===== src/rtl/rqds_pkg.sv =====
// Package: register map, field layout and reset values of the requantizer/sync bank
package rqds_pkg;
   localparam int RQDS_CHANNELS = 4;
   localparam logic [7:0] RQDS_ADDR_SYNC = 8'h3A;
   localparam logic [7:0] RQDS_ADDR_CTRL = 8'h3C;
   localparam logic [7:0] RQDS_ADDR_TUNE = 8'h3E;
   localparam logic [7:0] RQDS_RST_SYNC = 8'h00;
   localparam logic [7:0] RQDS_RST_CTRL = 8'h00;
   localparam logic [7:0] RQDS_RST_TUNE = 8'h1C;
   // Field positions
   localparam int RQDS_SYNC_MASTER = 0;
   localparam int RQDS_SYNC_DIVEN = 1;
   localparam int RQDS_SYNC_MODE = 2;
   localparam int RQDS_CTRL_EN = 0;
   localparam int RQDS_CTRL_FRAC_LO = 1;
   localparam int RQDS_CTRL_PINDIS = 4;
   // Writable-bit masks; the rest reads zero
   localparam logic [7:0] RQDS_MASK_SYNC = 8'h07;
   localparam logic [7:0] RQDS_MASK_CTRL = 8'h1F;
   localparam logic [7:0] RQDS_MASK_TUNE = 8'h3F;
   // Bandwidth fraction codes
   typedef enum logic [2:0]
   {
      RQDS_FRAC22 = 3'b000,
      RQDS_FRAC33 = 3'b001,
      RQDS_FRAC36 = 3'b010
   } rqds_frac_t;
   // Count of valid tuning words per mode
   localparam logic [6:0] RQDS_TUNES_22 = 7'h39;
   localparam logic [6:0] RQDS_TUNES_33 = 7'h22;
   localparam logic [6:0] RQDS_TUNES_36 = 7'h1C;
   // Band shift per tuning step, in tenths of a percent of the sample rate
   localparam int RQDS_STEP_PERMILLE = 5;
endpackage : rqds_pkg


===== src/rtl/rqds_chan_if.sv =====
// Interface: per-channel requantizer settings from the bank to each channel slice
`timescale 1ns/100ps
interface rqds_chan_if;
   logic [7:0] ctrl;
   logic [7:0] tune;
   logic modePin;
   logic requantOn;
   logic [2:0] fracCode;
   logic [5:0] tuneWord;
   logic tuneValid;
   modport bank (output ctrl, output tune, output modePin, input requantOn, input fracCode,
      input tuneWord, input tuneValid);
   modport slice (input ctrl, input tune, input modePin, output requantOn, output fracCode,
      output tuneWord, output tuneValid);
endinterface : rqds_chan_if


===== src/rtl/rqds_chan_decode.sv =====
// Module: decodes one channel's requantizer control and tuning settings
`timescale 1ns/100ps
module rqds_chan_decode
   import rqds_pkg::*;
(
   // Channel settings
   rqds_chan_if.slice ch
);
   wire pinDisabled;
   wire [6:0] tuneLimit;
   // Pin governs unless software took control
   assign pinDisabled = ch.ctrl[RQDS_CTRL_PINDIS];
   assign ch.requantOn = pinDisabled ? ch.ctrl[RQDS_CTRL_EN] : ch.modePin;
   assign ch.fracCode = ch.ctrl[RQDS_CTRL_FRAC_LO +: 3];
   assign ch.tuneWord = ch.tune[5:0];
   // Limit of usable tuning words per bandwidth mode
   assign tuneLimit = (ch.fracCode == RQDS_FRAC33) ? RQDS_TUNES_33 :
                      (ch.fracCode == RQDS_FRAC36) ? RQDS_TUNES_36 : RQDS_TUNES_22;
   assign ch.tuneValid = ({1'b0, ch.tuneWord} < tuneLimit);
endmodule : rqds_chan_decode


===== src/rtl/rqds_regs.sv =====
// Module: requantizer and clock-divider sync register bank
// Functional notes
// - No sync function acts unless master sync enable is set.
// - Sync pulse reaches the divider only with divider enable and master enable.
// - Mode bit low: every sync rising edge resets the divider.
// - Mode bit high: only the first next rising edge resets the divider.
// - Bandwidth field 000/001/010 selects 22, 33 or 36 percent.
// - Pin-disable bit chooses register or external mode pin control.
// - Enable bit drives the requantizer only while pin-disable is set.
// - Channel-local writes affect only channels chosen by the channel select mask.
// - Six-bit tuning field positions the enhanced band edges.
// - Valid tuning word counts: 57, 34 and 28 per mode.
// - Each tuning step shifts the band by half a percent.
`timescale 1ns/100ps
module rqds_regs
   import rqds_pkg::*;
(
   // Clock and reset
   input wire logic clk,
   input wire logic reset,
   input wire logic clkEn,
   // Register access from the serial port
   input wire logic regWrite,
   input wire logic regRead,
   input wire logic [7:0] regAddr,
   input wire logic [7:0] regWdata,
   input wire logic [RQDS_CHANNELS-1:0] chanSelect,
   input wire logic [1:0] readChan,
   output logic [7:0] regRdata,
   output logic regHit,
   // Sync and mode pins
   input wire logic syncIn,
   input wire logic [RQDS_CHANNELS-1:0] modePin,
   // Controls to the datapath
   output logic dividerReset,
   output logic syncPowered,
   output logic [RQDS_CHANNELS-1:0] requantOn,
   output logic [RQDS_CHANNELS*3-1:0] fracCode,
   output logic [RQDS_CHANNELS*6-1:0] tuneWord,
   output logic [RQDS_CHANNELS-1:0] tuneValid
);
   logic [7:0] syncCfg;
   logic [7:0] ctrl [RQDS_CHANNELS];
   logic [7:0] tune [RQDS_CHANNELS];
   logic syncPrev;
   logic oneShotDone;
   wire hitSync;
   wire hitCtrl;
   wire hitTune;
   wire syncRise;
   wire syncGate;
   wire syncFire;
   wire [7:0] readCtrl;
   wire [7:0] readTune;

   // Address decode
   assign hitSync = (regAddr == RQDS_ADDR_SYNC);
   assign hitCtrl = (regAddr == RQDS_ADDR_CTRL);
   assign hitTune = (regAddr == RQDS_ADDR_TUNE);
   assign regHit = hitSync | hitCtrl | hitTune;

   // Global sync register; reserved bits never stored
   always_ff @(posedge clk or posedge reset)
   begin
      if (reset)
         syncCfg <= RQDS_RST_SYNC;
      else if (clkEn && regWrite && hitSync)
         syncCfg <= regWdata & RQDS_MASK_SYNC;
   end

   // Per-channel registers, one generate slice each
   genvar gi;
   generate
      for (gi = 0; gi < RQDS_CHANNELS; gi++)
      begin : gChan
         rqds_chan_if chIf ();
         always_ff @(posedge clk or posedge reset)
         begin
            if (reset)
            begin
               ctrl[gi] <= RQDS_RST_CTRL;
               tune[gi] <= RQDS_RST_TUNE;
            end
            else if (clkEn && regWrite && chanSelect[gi])
            begin
               if (hitCtrl)
                  ctrl[gi] <= regWdata & RQDS_MASK_CTRL;
               if (hitTune)
                  tune[gi] <= regWdata & RQDS_MASK_TUNE;
            end
         end
         assign chIf.ctrl = ctrl[gi];
         assign chIf.tune = tune[gi];
         assign chIf.modePin = modePin[gi];
         rqds_chan_decode uDec (.ch(chIf.slice));
         assign requantOn[gi] = chIf.requantOn;
         assign fracCode[gi*3 +: 3] = chIf.fracCode;
         assign tuneWord[gi*6 +: 6] = chIf.tuneWord;
         assign tuneValid[gi] = chIf.tuneValid;
      end
   endgenerate

   // Readback mux; unmapped offsets read zero
   assign readCtrl = ctrl[readChan];
   assign readTune = tune[readChan];
   always_ff @(posedge clk or posedge reset)
   begin
      if (reset)
         regRdata <= 8'h00;
      else if (clkEn && regRead)
         regRdata <= hitSync ? syncCfg : hitCtrl ? readCtrl : hitTune ? readTune : 8'h00;
   end

   // Sync gating: master and divider enable both required
   assign syncPowered = syncCfg[RQDS_SYNC_MASTER];
   assign syncGate = syncCfg[RQDS_SYNC_MASTER] & syncCfg[RQDS_SYNC_DIVEN];
   assign syncRise = syncIn & ~syncPrev;
   // One-shot mode fires once then ignores later edges until rearmed
   assign syncFire = syncGate & syncRise &
                     (~syncCfg[RQDS_SYNC_MODE] | ~oneShotDone);

   // Edge history and one-shot tracking; rearm by leaving one-shot mode or gating
   always_ff @(posedge clk or posedge reset)
   begin
      if (reset)
      begin
         syncPrev <= 1'b0;
         oneShotDone <= 1'b0;
         dividerReset <= 1'b0;
      end
      else if (clkEn)
      begin
         syncPrev <= syncIn;
         dividerReset <= syncFire;
         if (!syncGate || !syncCfg[RQDS_SYNC_MODE])
            oneShotDone <= 1'b0;
         else if (syncFire)
            oneShotDone <= 1'b1;
      end
   end
endmodule : rqds_regs


===== config.mk =====
export PLATFORM = sky130hd
export DESIGN_NAME = rqds_regs
export DESIGN_NICKNAME = d
export VERILOG_FILES = /design/src/rtl/rqds_pkg.sv /design/src/rtl/rqds_chan_if.sv /design/src/rtl/rqds_chan_decode.sv /design/src/rtl/rqds_regs.sv
export SDC_FILE = /design/constraint.sdc
export NUM_CORES = 1
export LEC_CHECK = 0
export ABC_AREA = 1
export BUFFER_PORTS_ARGS = -buffer_cell sky130_fd_sc_hd__buf_2
export CAP_MARGIN = 10
export CELL_PAD_IN_SITES_DETAIL_PLACEMENT = 1
export CELL_PAD_IN_SITES_GLOBAL_PLACEMENT = 2
export CORE_ASPECT_RATIO = 1.4
export CORE_MARGIN = 4
export CORE_UTILIZATION = 30
export CTS_CLUSTER_SIZE = 40
export DETAILED_ROUTE_END_ITERATION = 10
export PLACE_DENSITY_LB_ADDON = 0.1
export SETUP_SLACK_MARGIN = 0.02
export SLEW_MARGIN = 20
export SYNTH_ARGS = -nofsm -noshare
export SYNTH_HDL_FRONTEND = slang
export SYNTH_SLANG_ARGS = --single-unit

===== constraint.sdc =====
create_clock -name clk -period 2 [get_ports clk]
set_input_delay 0.4 -clock clk [delete_from_list [all_inputs] [get_ports clk]]
set_output_delay 0.4 -clock clk [all_outputs]
set_load 0.005 [all_outputs]

==> impl_metrics.yaml, run 1 <==
cts:
  htree_levels: 2
  cts_tree: "yes"
  hold_buffers: 0
  clk_latency_ps: 290
  cts_root_buf: "clkbuf_16"
  cts_made_buffers: 5
  clkTransAtPathRegs_ps: 70
  cts.sinks: 56
  cts_buffer_depth: 2
timing:
  setup_tns_ps: -90.34
  max_slew_margin: 0.6491
  timing.hold.ws_ps: 136.9
  hold_viol_final: 0
  period_minus_slack_ps: 2043
  setup_viol_count_final: 4
  post-route-period-util: 1.022
  clock_skew_ps: 1.590
  rsz0062_at_grt: "true"
  timing.final.max_slew_violations: 0
  finalWorstSetupSlack_ps: -43.36
  max_freq_mhz: 489.4
  worst_pin_slew_ps: 525.8
pwr:
  p_seq_frac: 0.492
  switching_share: 0.2603
  clock_power_share: 0.384
  vdd_drop_max_v: 0.0003086
  power_density_nw_per_um2: 511.4
  p_int_w: 0.001763
  switchingPower_w: 0.0006204
  power.leakage_nw: 2.492
  power.share.combinational: 0.125
worst_setup_path:
  path_cells: "inv_2 > nand3_4 > ha_4 > a21o_1 > a21oi_2 > nor2_1 > nor2_1 > buf_2"
  cp-start-kind: "flip-flop"
  path_delay_family: "flip-flops"
  critPathLaunch: "gChan[0].chIf.ctrl[3]$_DFFE_PP0P_"
  critPathSlowestCell: "dfrtp_1"
  reg2reg_slack_ps: 650
  crit_path_max_fanout: 3
  r2r_start: "gChan[3].chIf.ctrl[2]$_DFFE_PP0P_"
  worstPathArrival_ps: 1640
  critPathBufInv: 2
  worstPathRequired_ps: 1600
  worstSetupEndpointType: "output pin"
  worstSetupPathType: "flip-flop to output pin"
  path_common_cell: "nor2_1"
  crit_path_max_incr_delay_ps: 400
detailed_routing:
  wl_per_cell_um: 16.39
  vias: 3510
  wl_mm: 12.18
  drt-initial-drc-count: 93
  dr.pass1.iters: 4
  routed_via_density: 4.724
  ant_nets: 0
  route.detailed.drc: 0
status:
  violations: "setup timing"
  outcome: "finished with violations"
logic_synthesis:
  yosysSeqAreaShare: 0.3914
  synthSimpleGateAreaFrac: 0.2939
  synth_top_area_cell: "dfrtp_1"
  synth_fa_ha_area_frac: 0.04149
  synth_area_leaders: "dfrtp_1 (30%), nand2_1 (16%), dfstp_2 (8.7%)"
  ys_types: 28
  synth-compound-area-share: 0.1286
  ys_ff_latch: 56
  synth_warnings: 0
  muxShareOfSynthArea: 0
  syn_area_um2: 3618
  synth_xor_area_frac: 0
  syn_area_per_cell_um2: 7.281
  yosys.area.top_type_share: 0.3043
  synthesis.instances: 497
  synth_top_family_by_area: "simple AND/OR/NAND/NOR gates"
die:
  die_h_um: 137.9
  core_area_um2: 11820
  initial_utilization: 0.3061
  die-area_um2: 13910
  ios: 87
  rows: 47
  die_w_um: 100.8
worst_hold_path:
  hp-class: "primary input to async pin"
grt:
  grt_overflow: 0
  grt_max_degree: 57
  track_usage: 0.1843
  first_global_vias: 3752
  grt_pass1_wl_mm: 19.74
  antenna_found_initial: 0
place:
  hpwlAfterDp_mm: 9.133
  gp_congestion: 0.7960
  dpl_cell_area_um2: 4104
  portBuffers: 82
layout:
  final_cell_mix: "nand2_1 (151), buf_2 (82), inv_1 (56)"
  fillers: 1515
  antennaDiodeCount: 0
  syn_to_final_growth_pct: 28.80
  final_area_um2: 4661
  finish.net_count: 639
  final_common_cell: "nand2_1"
  drive_gt1_frac: 0.3406
job:
  maxCapViolCount: 0
[flip-flops by register name, summed over array words and instances, names as in the netlist]
name	count
syncPrev	1
regRdata	6
gChan.chIf.tune	24
oneShotDone	1
dividerReset	1
gChan.chIf.ctrl	20
syncCfg	3
[final timing paths]
| check | to | cells after the start |
|---|---|---|
| setup / recovery | tuneValid[0] | 8 |
| hold / removal | gChan[1].chIf.ctrl[2]$_DFFE_PP0P_ | 3 |
| setup reg to reg | regRdata[2]$_DFFE_PP0P_ | 10 |
| hold reg to reg | regRdata[5]$_DFFE_PP0P_ | 2 |
| max in group asynchronous | gChan[0].chIf.tune[4]$_DFFE_PP1P_ | 3 |
| min in group clk | syncPrev$_DFFE_PP0P_ | 3 |
[logic make-up after synthesis]
group,after synthesis
simple gates,241
flops,56
buf+inv,104
fa+ha+maj,12
compound gates,83
other cells,1
[cell usage after synthesis]
library cell and instances:
nand2_2 5, nor2_1 29, dfstp_2 12, or2_2 2, nor2_2 5, inv_1 69, o21ai_2 5, ha_1 12
nor2_4 3, nand3_4 1, nand3_1 29, conb_1 1, nand4_1 12, nand3b_1 1, buf_6 4, o21ai_1 18
inv_2 2, o211ai_1 3, dfrtp_1 44, nand2_1 151, buf_2 4, o22ai_1 1, o21ai_0 32, a22oi_1 1
buf_4 25, a21o_1 8, a21oi_1 15, nand2_4 3
[power by group through the flow]
stage / Clock, W / Combinational [W] / Sequential, W
after floorplan: 0 / 0.000168 / 0.00119
after global placement: 0 / 0.000272 / 0.00119
after detailed placement: 0 / 0.000280 / 0.00119
after CTS: 0.000930 / 0.000297 / 0.00117
after global routing: 0.000971 / 0.000343 / 0.00117
final: 0.000915 / 0.000297 / 0.00117
[worst register-to-register path, stage by stage, from the launching register on]
cell and delay [ps]:
dfrtp_1 430, inv_2 110, buf_4 110, buf_4 100
nand2_1 50, nand3_1 120, nand2_1 60, nand2_1 60
nand3_1 90, nand2_1 70, nand2_1 50
[cell type report]
cell class	instances	area [µm²]	share of cell area
multi-input combinational	338	1902	0.4081
inverter	71	266.5	0.05718
clock buffer	8	146.4	0.03141
tap	147	183.9	0.03946
sequential	56	1420	0.3047
timing repair buffer	123	742.0	0.1592
[layer usage]
layer,GRT usage,vias up,part of all wire
met4,0.05993,0,0.024
met1,0.2211,1680,0.42
met2,0.3399,60,0.53
li1,-,1753,-
met3,0.01912,17,0.025
met5,0,-,0
[per-stage QoR]
| step | power (W) | utilization | instances | setup WS [ps] |
|---|---|---|---|---|
| after global routing | 0.002488 | 0.3943 | 743 | -169.1 |
| after global placement | 0.001463 | 0.3472 | 711 | 113.0 |
| after floorplan | 0.001356 | - | 498 | 212.5 |
| after CTS | 0.002399 | 0.3851 | 735 | -66.40 |
| after detailed placement | 0.001471 | 0.3472 | 711 | 103.7 |
| final | 0.002383 | 0.3943 | 743 | -43.36 |
[repair_timing]
action,4_1_cts,5_1_grt
pin swaps,2,7
resized for setup,34,12
hold endpoints to repair,0,0
setup endpoints to repair,4,4
buffers inserted,16,8
Power figures use the tool's default switching activity.
==> run 2, diff against run 1 <==
==> constraint.sdc (replaced) <==
create_clock -name clk -period 2 [get_ports clk]
set_input_delay 0.4 -clock clk [delete_from_list [all_inputs] [get_ports clk]]
set_output_delay 0.4 -clock clk [all_outputs]
set_load 0.05 [all_outputs]
==> run 2 against run 1 <==
  * The run still ends with setup timing left
  * Sequential power about the same
  * Total power is 1.9% higher
  * Non-clock buffer count increased by 11
  * Maximum frequency fell by 4.9%
  * Setup slack worse by 110 ps
  * Via count rose by 0.94%
  * Critical endpoint is now tuneValid[2]
  * Largest power group unchanged
==> impl_metrics.yaml, run 2 (synthesis results as in run 1) <==
status:
  outcome: "finished with violations"
  violations: "setup timing"
worst_setup_path:
  reg2reg_slack_ps: 660
  worstSetupPathType: "flip-flop to output pin"
  worstPathRequired_ps: 1600
  worstSetupEndpointType: "output pin"
  cp-start-kind: "flip-flop"
  worstPathArrival_ps: 1750
  crit_path_max_fanout: 3
layout:
  final_common_cell: "nand2_1"
  finish.net_count: 650
  largestRegisters: "gChan.chIf.tune (24), gChan.chIf.ctrl (20), regRdata (6)"
  largest-register: "gChan.chIf.tune"
  syn_to_final_growth_pct: 32.16
  drive_gt1_frac: 0.3608
  largest_reg_flops: 24
  fillers: 1527
  final_area_um2: 4782
  final_cell_mix: "nand2_1 (151), buf_2 (78), inv_1 (55)"
  fin_util: 0.4046
  antennaDiodeCount: 0
  stdcell_count: 754
cts:
  htree_levels: 2
  cts_buffer_depth: 2
  clk_latency_ps: 290
  cts_made_buffers: 5
  clkTransAtPathRegs_ps: 70
  cts_root_buf: "clkbuf_16"
  hold_buffers: 0
  cts.sinks: 56
  cts_tree: "yes"
die:
  die-area_um2: 13910
  initial_utilization: 0.3061
  rows: 47
  die_w_um: 100.8
  core_area_um2: 11820
  die_h_um: 137.9
  ios: 87
grt:
  track_usage: 0.1833
  grt_max_degree: 57
  first_global_vias: 3765
  grt_overflow: 0
  antenna_found_initial: 0
  grt_pass1_wl_mm: 19.58
timing:
  max_freq_mhz: 465.3
  setup_viol_count_final: 4
  post-route-period-util: 1.075
  hold_viol_final: 0
  rsz0062_at_grt: "true"
  timing.final.max_slew_violations: 0
  clock_skew_ps: 3.507
  period_minus_slack_ps: 2149
  finalWorstSetupSlack_ps: -149.3
detailed_routing:
  wl_mm: 12.17
  drt-initial-drc-count: 98
  routed_via_density: 4.699
  route.detailed.drc: 0
  dr.pass1.iters: 4
  ant_nets: 0
  wl_per_cell_um: 16.14
  vias: 3543
worst_hold_path:
  hp-class: "primary input to async pin"
place:
  portBuffers: 82
  dp_cells: 727
  pre_cts_ws_ps: -22.83
  hpwlAfterDp_mm: 9.381
  gp_congestion: 0.8141
  dpl_cell_area_um2: 4224
pwr:
  power.leakage_nw: 2.546
  vdd_drop_max_v: 0.0003068
  power_density_nw_per_um2: 508.0
job:
  maxCapViolCount: 0
[run 2: metal layers]
metal,GRT usage,vias to the layer above,part of all wire
met5,0,-,0
met2,0.3451,58,0.55
li1,-,1776,-
met4,0.05243,0,0.015
met3,0.02063,11,0.030
met1,0.2158,1698,0.41
[run 2: power by group]
group | switching [W] | internal (W)
registers | 0.0000185 | 0.00115
clock network | 0.000392 | 0.000501
logic | 0.000252 | 0.000113
total | 0.000662 | 0.00177
[run 2: metrics by stage]
step / hold WS [ps] / power (W) / TNS, ps
global placement: 465.7 / 0.001533 / 0
finish: 129.4 / 0.002429 / -538.9
global route: 159.4 / 0.002558 / -849.7
detailed placement: 470.4 / 0.001541 / -48.95
floorplan: 453.0 / 0.001422 / 0
CTS: 169.1 / 0.002467 / -564.3
[run 2: path summary, 6_finish.rpt]
path	from	end	cells after the start
worst min register to register	regRdata[3]$_DFFE_PP0P_	regRdata[3]$_DFFE_PP0P_	2
worst min-delay path	reset	gChan[1].chIf.ctrl[2]$_DFFE_PP0P_	3
worst max register to register	gChan[2].chIf.ctrl[2]$_DFFE_PP0P_	regRdata[2]$_DFFE_PP0P_	10
max in group asynchronous	reset	gChan[0].chIf.tune[3]$_DFFE_PP1P_	3
worst max-delay path	gChan[2].chIf.ctrl[3]$_DFFE_PP0P_	tuneValid[2]	8
min in group clk	syncIn	syncPrev$_DFFE_PP0P_	3
[run 2: what timing repair did]
action	in CTS	in global routing
endpoints found under the setup margin	4	4
pin swaps	18	9
gates resized for setup	49	8
setup buffers	16	3
[run 2: cell type report]
cell class / count / area (µm²) / area share
clock buffers: 8 / 146.4 / 0.03061
well taps: 147 / 183.9 / 0.03846
repair buffers: 134 / 849.6 / 0.1777
inverters: 71 / 266.5 / 0.05573
multi-input cells: 338 / 1916 / 0.4006
flip-flops and latches: 56 / 1420 / 0.2970
[run 2: critical path: stages (launching register included)]
cell and delay [ps]:
dfrtp_1 390, inv_2 110, nand3_4 110, buf_6 130, inv_1 70, ha_4 200
a21o_1 150, nor2_1 120, buf_6 170
